$ cat config.mk
export PLATFORM = sky130hd
export DESIGN_NAME = csr_rx
export DESIGN_NICKNAME = d
export VERILOG_FILES = /design/src/design/csr_rx_pkg.sv /design/src/design/csr_rx.sv
export VERILOG_INCLUDE_DIRS = /design/src /design/src/design
export SDC_FILE = /design/constraint.sdc
export NUM_CORES = 1
export LEC_CHECK = 0
export BUFFER_PORTS_ARGS = -buffer_cell sky130_fd_sc_hd__buf_2
export CAP_MARGIN = 30
export CELL_PAD_IN_SITES_DETAIL_PLACEMENT = 1
export CELL_PAD_IN_SITES_GLOBAL_PLACEMENT = 2
export CORE_MARGIN = 1.5
export CORE_UTILIZATION = 38
export CTS_BUF_LIST = sky130_fd_sc_hd__clkbuf_8
export DETAILED_ROUTE_END_ITERATION = 7
export PLACE_DENSITY = 0.84
export SLEW_MARGIN = 20
export SYNTH_ARGS = -nofsm -noshare
export SYNTH_HDL_FRONTEND = slang
export SYNTH_SLANG_ARGS = --single-unit
export TNS_END_PERCENT = 100
$ cat constraint.sdc
create_clock -name core_clk -period 73.6 [get_ports core_clk]
set_input_delay 11.04 -clock core_clk [delete_from_list [all_inputs] [get_ports core_clk]]
set_output_delay 11.04 -clock core_clk [all_outputs]
set_load 0.1 [all_outputs]
$ cat src/design/csr_rx_consts.svh
// Constants of the console serial receiver: register numbers, bit positions, timing.
`ifndef CSR_RX_CONSTS_SVH
`define CSR_RX_CONSTS_SVH

// ----------------------------------------------------------------
// Internal processor register numbers
// ----------------------------------------------------------------
`define CSR_RX_CTL_NUM 6'h20
`define CSR_RX_DAT_NUM 6'h21
`define CSR_TX_CTL_NUM 6'h22
`define CSR_TX_DAT_NUM 6'h23

// ----------------------------------------------------------------
// Bit positions
// ----------------------------------------------------------------
`define CSR_DONE_BIT 7
`define CSR_IE_BIT   6
`define CSR_ERR_BIT  15
`define CSR_OVR_BIT  14
`define CSR_FRM_BIT  13
`define CSR_BRK_BIT  11

// ----------------------------------------------------------------
// Reset values, interrupt and timing figures
// ----------------------------------------------------------------
`define CSR_DATA_RST   8'h00
`define CSR_IRQ_LEVEL  5'h14
`define CSR_IRQ_VECTOR 9'h0f8
`define CSR_BREAK_BITS 5'h14
`define CSR_BASE_BAUD  300
`define CSR_CLK_HZ     125000000

`endif

$ cat src/design/csr_rx_pkg.sv
// Types shared by the console serial receiver.
package csr_rx_pkg;

    // Receiver deframing states.
    typedef enum logic [1:0] {
        CSR_IDLE,
        CSR_START,
        CSR_DATA,
        CSR_STOP
    } csr_state_t;

endpackage : csr_rx_pkg

$ cat src/design/csr_rx.sv
// Console serial receiver: deframer, receive registers and interrupt request.
`timescale 1ns/10ps
`include "csr_rx_consts.svh"

module csr_rx
    import csr_rx_pkg::*;
#(
    parameter int CLK_HZ = `CSR_CLK_HZ,
    parameter int OVS    = 16
) (
    input  wire logic        core_clk,
    input  wire logic        resetn,
    input  wire logic        serial_in,
    input  wire logic [2:0]  baud_code,
    input  wire logic        dc_power_good,
    input  wire logic        cpu_halted,
    input  wire logic [5:0]  ipr_num,
    input  wire logic        ipr_rd,
    input  wire logic        ipr_wr,
    input  wire logic [31:0] ipr_wdata,
    output logic      [31:0] ipr_rdata,
    output logic             ipr_rvalid,
    output logic             rx_irq_req,
    output logic      [8:0]  rx_irq_vector
);

    // ----------------------------------------------------------------
    // State
    // ----------------------------------------------------------------
    typedef struct packed {
        csr_state_t  st;
        logic [15:0] div;
        logic [3:0]  tick;
        logic [2:0]  bitn;
        logic [7:0]  shift;
        logic [7:0]  data;
        logic        done;
        logic        ie;
        logic        ovr;
        logic        frm;
        logic        brk;
        logic [4:0]  spc;
        logic        armed;
        logic        irq;
        logic [8:0]  vec;
        logic [31:0] rdata;
        logic        rvalid;
        logic        pg_q;
    } csr_regs_t;

    csr_regs_t r_reg;
    csr_regs_t r_next;

    logic tk;
    logic rd_dat;
    logic pg_clr;
    logic complete;
    logic brk_fire;
    logic [4:0] stop_spc;

    // ----------------------------------------------------------------
    // Helpers
    // ----------------------------------------------------------------

    // Reload of the oversampling divider for a baud code.
    function automatic logic [15:0] csr_div(input logic [2:0] code);
        int rate;
        rate = (`CSR_BASE_BAUD << code) * OVS;
        return 16'(CLK_HZ / rate - 1);
    endfunction : csr_div

    // Space bit count after one sample, saturating at the top.
    function automatic logic [4:0] csr_spc(input logic [4:0] c, input logic d);
        if (d) begin
            return 5'h00;
        end
        return (c == 5'h1f) ? c : c + 5'h01;
    endfunction : csr_spc

    // Event decodes shared by the next-state logic and the checks.
    assign tk       = (r_reg.div == 16'h0000);
    assign rd_dat   = ipr_rd && (ipr_num == `CSR_RX_DAT_NUM);
    assign pg_clr   = r_reg.pg_q && !dc_power_good && cpu_halted;
    assign complete = (r_reg.st == CSR_STOP) && tk && (r_reg.tick == 4'(OVS - 1));
    assign stop_spc = csr_spc(r_reg.spc, serial_in);
    assign brk_fire = complete && r_reg.armed && !serial_in
                      && (stop_spc >= `CSR_BREAK_BITS);

    // ----------------------------------------------------------------
    // Next state
    // ----------------------------------------------------------------

    // Register port, deframer and flag updates; later writes win.
    always_comb begin
        r_next = r_reg;
        r_next.pg_q = dc_power_good;
        r_next.div = tk ? csr_div(baud_code) : r_reg.div - 16'h0001;
        // A mark on the line ends any run of space bits and re-arms break.
        if (serial_in) begin
            r_next.spc = 5'h00;
            r_next.armed = 1'b1;
        end
        // Register reads; unused bits stay zero.
        r_next.rvalid = ipr_rd && (ipr_num == `CSR_RX_CTL_NUM || rd_dat);
        r_next.rdata = 32'h0000_0000;
        if (ipr_rd && ipr_num == `CSR_RX_CTL_NUM) begin
            r_next.rdata[`CSR_DONE_BIT] = r_reg.done;
            r_next.rdata[`CSR_IE_BIT] = r_reg.ie;
        end
        if (rd_dat) begin
            r_next.rdata[7:0] = r_reg.data;
            r_next.rdata[`CSR_ERR_BIT] = r_reg.ovr | r_reg.frm;
            r_next.rdata[`CSR_OVR_BIT] = r_reg.ovr;
            r_next.rdata[`CSR_FRM_BIT] = r_reg.frm;
            r_next.rdata[`CSR_BRK_BIT] = r_reg.brk;
            r_next.done = 1'b0;
            r_next.ovr = 1'b0;
            r_next.frm = 1'b0;
            r_next.brk = 1'b0;
        end
        // Only the enable bit of the control register is writable.
        if (ipr_wr && ipr_num == `CSR_RX_CTL_NUM) begin
            r_next.ie = ipr_wdata[`CSR_IE_BIT];
        end
        // Deframer.
        unique case (r_reg.st)
            CSR_IDLE: begin
                if (!serial_in) begin
                    r_next.st = CSR_START;
                    r_next.tick = 4'h0;
                    r_next.div = csr_div(baud_code);
                end
            end
            CSR_START: begin
                if (tk) begin
                    if (r_reg.tick == 4'(OVS / 2 - 1)) begin
                        r_next.tick = 4'h0;
                        r_next.bitn = 3'h0;
                        if (serial_in) begin
                            r_next.st = CSR_IDLE;
                        end else begin
                            r_next.st = CSR_DATA;
                            r_next.spc = csr_spc(r_reg.spc, 1'b0);
                        end
                    end else begin
                        r_next.tick = r_reg.tick + 4'h1;
                    end
                end
            end
            CSR_DATA: begin
                if (tk) begin
                    if (r_reg.tick == 4'(OVS - 1)) begin
                        r_next.tick = 4'h0;
                        r_next.shift = {serial_in, r_reg.shift[7:1]};
                        if (!serial_in) begin
                            r_next.spc = csr_spc(r_reg.spc, 1'b0);
                        end
                        if (r_reg.bitn == 3'h7) begin
                            r_next.st = CSR_STOP;
                        end else begin
                            r_next.bitn = r_reg.bitn + 3'h1;
                        end
                    end else begin
                        r_next.tick = r_reg.tick + 4'h1;
                    end
                end
            end
            CSR_STOP: begin
                if (tk) begin
                    r_next.tick = r_reg.tick + 4'h1;
                end
                // One stop bit sampled; all error flags refreshed together.
                if (complete) begin
                    r_next.st = CSR_IDLE;
                    r_next.tick = 4'h0;
                    r_next.spc = stop_spc;
                    r_next.data = r_reg.shift;
                    r_next.done = 1'b1;
                    r_next.ovr = r_reg.done && !rd_dat;
                    r_next.frm = !serial_in;
                    r_next.brk = brk_fire;
                    if (brk_fire) begin
                        r_next.armed = 1'b0;
                    end
                end
            end
        endcase
        // Power-good loss while halted clears the software flags.
        if (pg_clr) begin
            r_next.done = 1'b0;
            r_next.ie = 1'b0;
            r_next.ovr = 1'b0;
            r_next.frm = 1'b0;
            r_next.brk = 1'b0;
        end
        r_next.irq = r_next.ie && r_next.done;
        r_next.vec = r_next.irq ? `CSR_IRQ_VECTOR : 9'h000;
    end

    // ----------------------------------------------------------------
    // Registers
    // ----------------------------------------------------------------

    // Synchronous reset to the quiet, idle line state.
    always_ff @(posedge core_clk) begin
        if (!resetn) begin
            r_reg <= '0;
            r_reg.st <= CSR_IDLE;
            r_reg.data <= `CSR_DATA_RST;
            r_reg.armed <= 1'b1;
            r_reg.pg_q <= 1'b1;
        end else begin
            r_reg <= r_next;
        end
    end

    // Outputs come straight from the state flops.
    assign ipr_rdata     = r_reg.rdata;
    assign ipr_rvalid    = r_reg.rvalid;
    assign rx_irq_req    = r_reg.irq;
    assign rx_irq_vector = r_reg.vec;
endmodule : csr_rx

==> flow_summary_export.csv <==
group,metric,value,unit
synthesis,synth_top_family_by_area,"compound AO/OA/AOI/OAI gates",
routing,via_per_inst,6.358,
clock_tree,cts_root_buf,"clkbuf_8",
clock_tree,ctsHoldBuffers,0,
synthesis,synth.avg_cell_area,7.003,µm²
floorplanning,dieArea,53010,µm²
synthesis,synth_xor_area_share,7.882,%
job,maxCapViolations,0,
worst_setup_path,crit_path_max_fanout,23,
clock_tree,cts_max_level,3,
clock_tree,cts_buffers,9,
synthesis,synthArstFlopShare,0,%
grt,grt.total_usage,29.28,%
synthesis,synth_top_area_share,14.79,%
synthesis,synth_edf_count,0,
floorplanning,io_pins,91,
clock_tree,cts_tree,"yes",
grt,grt_first_pass_wirelength,124500,µm
cells_and_area,areaGrowthSynthToFinish,4.381,%
worst_setup_path,r2r_cells,12,
routing,antenna_left,0,
synthesis,synth_common_cells,"nor2_1 (289), a21oi_1 (262), nand2_1 (236), ha_1 (232), o21ai_0 (200)",
worst_hold_path,min_path_type,"flip-flop to flip-flop",
synthesis,yosysWarnings,0,
worst_setup_path,worst-setup-path-type,"input port to flip-flop",
worst_setup_path,start_kind,"input port",
timing,tightest_slew,1057,ps
synthesis,synthDistinctLibCells,125,
synthesis,yosysMostFrequentCell,"nor2_1",
cells_and_area,finalInstanceArea,20480,µm²
synthesis,synth_area,19620,µm²
grt,grt_pass1_vias,22000,
floorplanning,fp.dieH,230.2,µm
synthesis,synthMuxAreaShare,3.762,%
placed_design,portBuffers,35,
cells_and_area,nets,3046,
routing,wl_per_cell,23.33,µm
cells_and_area,multiInputGateArea,17240,µm²
synthesis,yosys.area.top_type,"ha_1",
timing,finalMaxSlewViolations,0,
timing,finClkSkew,10.14,ps
worst_setup_path,worstReg2RegEnd,"r_reg[44]",
worst_setup_path,slowest_stage,"o31ai_1",
floorplanning,die_w,230.2,µm
placed_design,hpwl,62480,µm
grt,grt_use_met3,1.600,%
cells_and_area,antennaDiodeCount,0,
status,status,"completed",
cells_and_area,seqCellArea,1341,µm²
worst_setup_path,cp.arrival,70070,ps
worst_setup_path,r2r_slack,70170,ps
timing,max_freq,0.01432,GHz
worst_hold_path,holdPathStages,1,
worst_setup_path,critPathMaxStageDelay,710,ps
cells_and_area,largest_reg_flops,52,
routing,dr.first_iter.drc_count,1276,
worst_setup_path,path_delay_family,"compound AO/OA/AOI/OAI gates",
grt,top_usage_layer,"met2",
timing,period_minus_slack,69850,ps
synthesis,synthAdderAreaFrac,15.10,%
grt,use_met1,36.26,%
timing,finalSetupViolations,0,
routing,firstDrtPassIters,5,
synthesis,ys_seq_elements,67,
synthesis,ys_seq_area_share,6.836,%
cells_and_area,num-fill-cells,6586,
clock_tree,cts_buffer_depth,2,
floorplanning,initial_core_util,38.32,%
grt,gr-usage-met2,52.31,%
timing,slew_headroom,28.92,%
grt,grt_max_degree,43,
synthesis,synthSimpleGateAreaFrac,26.25,%
worst_setup_path,crit_buf_inv,13,
worst_setup_path,cp-end-kind,"flip-flop",
cells_and_area,layout-drive-gt1-share,8.237,%
worst_setup_path,cp.required,73820,ps
synthesis,synth_compound_area_share,34.13,%
timing,timing.hold.ws,481.2,ps
routing,drc,0,
clock_tree,cts_num_sinks,67,
timing,hold_viol_final,0,
grt,grt_overflow_total,0,
grt,grt_antenna_before_repair,0,
routing,drt-total-wl,80440,µm
placed_design,place_congestion,0.9412,
synthesis,ys_top_cells_by_area,"ha_1 (15%), dfxtp_1 (6.8%), a21oi_1 (6.7%)",
placed_design,placed_cell_area,20170,µm²
synthesis,netlist_instances,2802,
clock_tree,path_clk_slew,80,ps
synthesis,synth_ff_type,"dfxtp_1",
routing,num_vias,21920,
worst_hold_path,hold_start,"r_reg[50]",
clock_tree,clk_latency,360,ps
floorplanning,core_area,51200,µm²
timing,final_min_period_over_clock_period,94.91,%
floorplanning,num_rows,83,
timing,setup-tns-final,0,ps
worst_hold_path,min_to,"ipr_rdata[11]",
worst_setup_path,reg2reg_from,"r_reg[78]",
stage by stage:
stage          instances  util, %  setup WS, ps
3_5_place_dp        3422    39.39          2356
6_report            3448    40.00          3749
3_3_place_gp        3421    39.38          3535
2_1_floorplan       2825        -         13920
4_1_cts             3438    39.78          2437
5_1_grt             3448    40.00        -4.455
per-layer routing:
| layer | vias to the layer above | wire length [µm] |
|---|---|---|
| met5 | - | 0 |
| met4 | 0 | 3894 |
| met3 | 200 | 3055 |
| met2 | 569 | 38660 |
| met1 | 10790 | 34830 |
| li1 | 10360 | - |
worst max path at each step:
| stage | from | end | slack, ps | depth (start not counted) |
|---|---|---|---|---|
| after global placement | baud_code[0] | r_reg[92] | 3540 | 226 |
| after detailed placement | baud_code[0] | r_reg[92] | 2360 | 229 |
| final | baud_code[0] | r_reg[92] | 3750 | 228 |
| after global routing | baud_code[0] | r_reg[92] | -4 | 229 |
| after CTS | baud_code[0] | r_reg[92] | 2440 | 229 |
| after floorplan | baud_code[0] | r_reg[92] | 13920 | 251 |
cell type report:
cell class                      count  share of cell area (%)
Clock buffer                        9                  0.6048
Inverter                           82                   1.503
Clock inverter                      7                  0.3788
Tap cell                          680                   4.154
Multi-Input combinational cell   2519                   84.15
Sequential cell                    67                   6.549
Timing Repair Buffer               84                   2.657
kinds of logic after synthesis:
group,after synthesis
mux,69
fa+ha+maj,235
flops,67
buf+inv,239
compound gates,1002
simple gates,1014
other cells,1
xor+xnor,175
placed cells by master (no fill, tap or decap), drive strengths merged, types with 17 or more instances in the layout:
master / count
a211oi: 44
a21o: 107
a21oi: 266
a31oi: 38
and2: 27
and3: 38
buf: 84
conb: 24
dfxtp: 67
ha: 232
inv: 82
mux2: 29
mux2i: 40
nand2: 239
nand2b: 52
nand3: 71
nand4: 34
nor2: 291
nor2b: 43
nor3: 64
nor4: 28
o211ai: 40
o21a: 37
o21ai: 214
o22ai: 17
o31ai: 29
or2: 29
or3: 21
xnor2: 104
xor2: 70
timing repair:
action	CTS	global route
buffers inserted	0	6
hold endpoints to repair	0	0
setup endpoints to repair	0	14
resized for setup	0	8
Power is not shown: default switching activity piles up to over one toggle a cycle in this logic, so the estimate is an artifact.
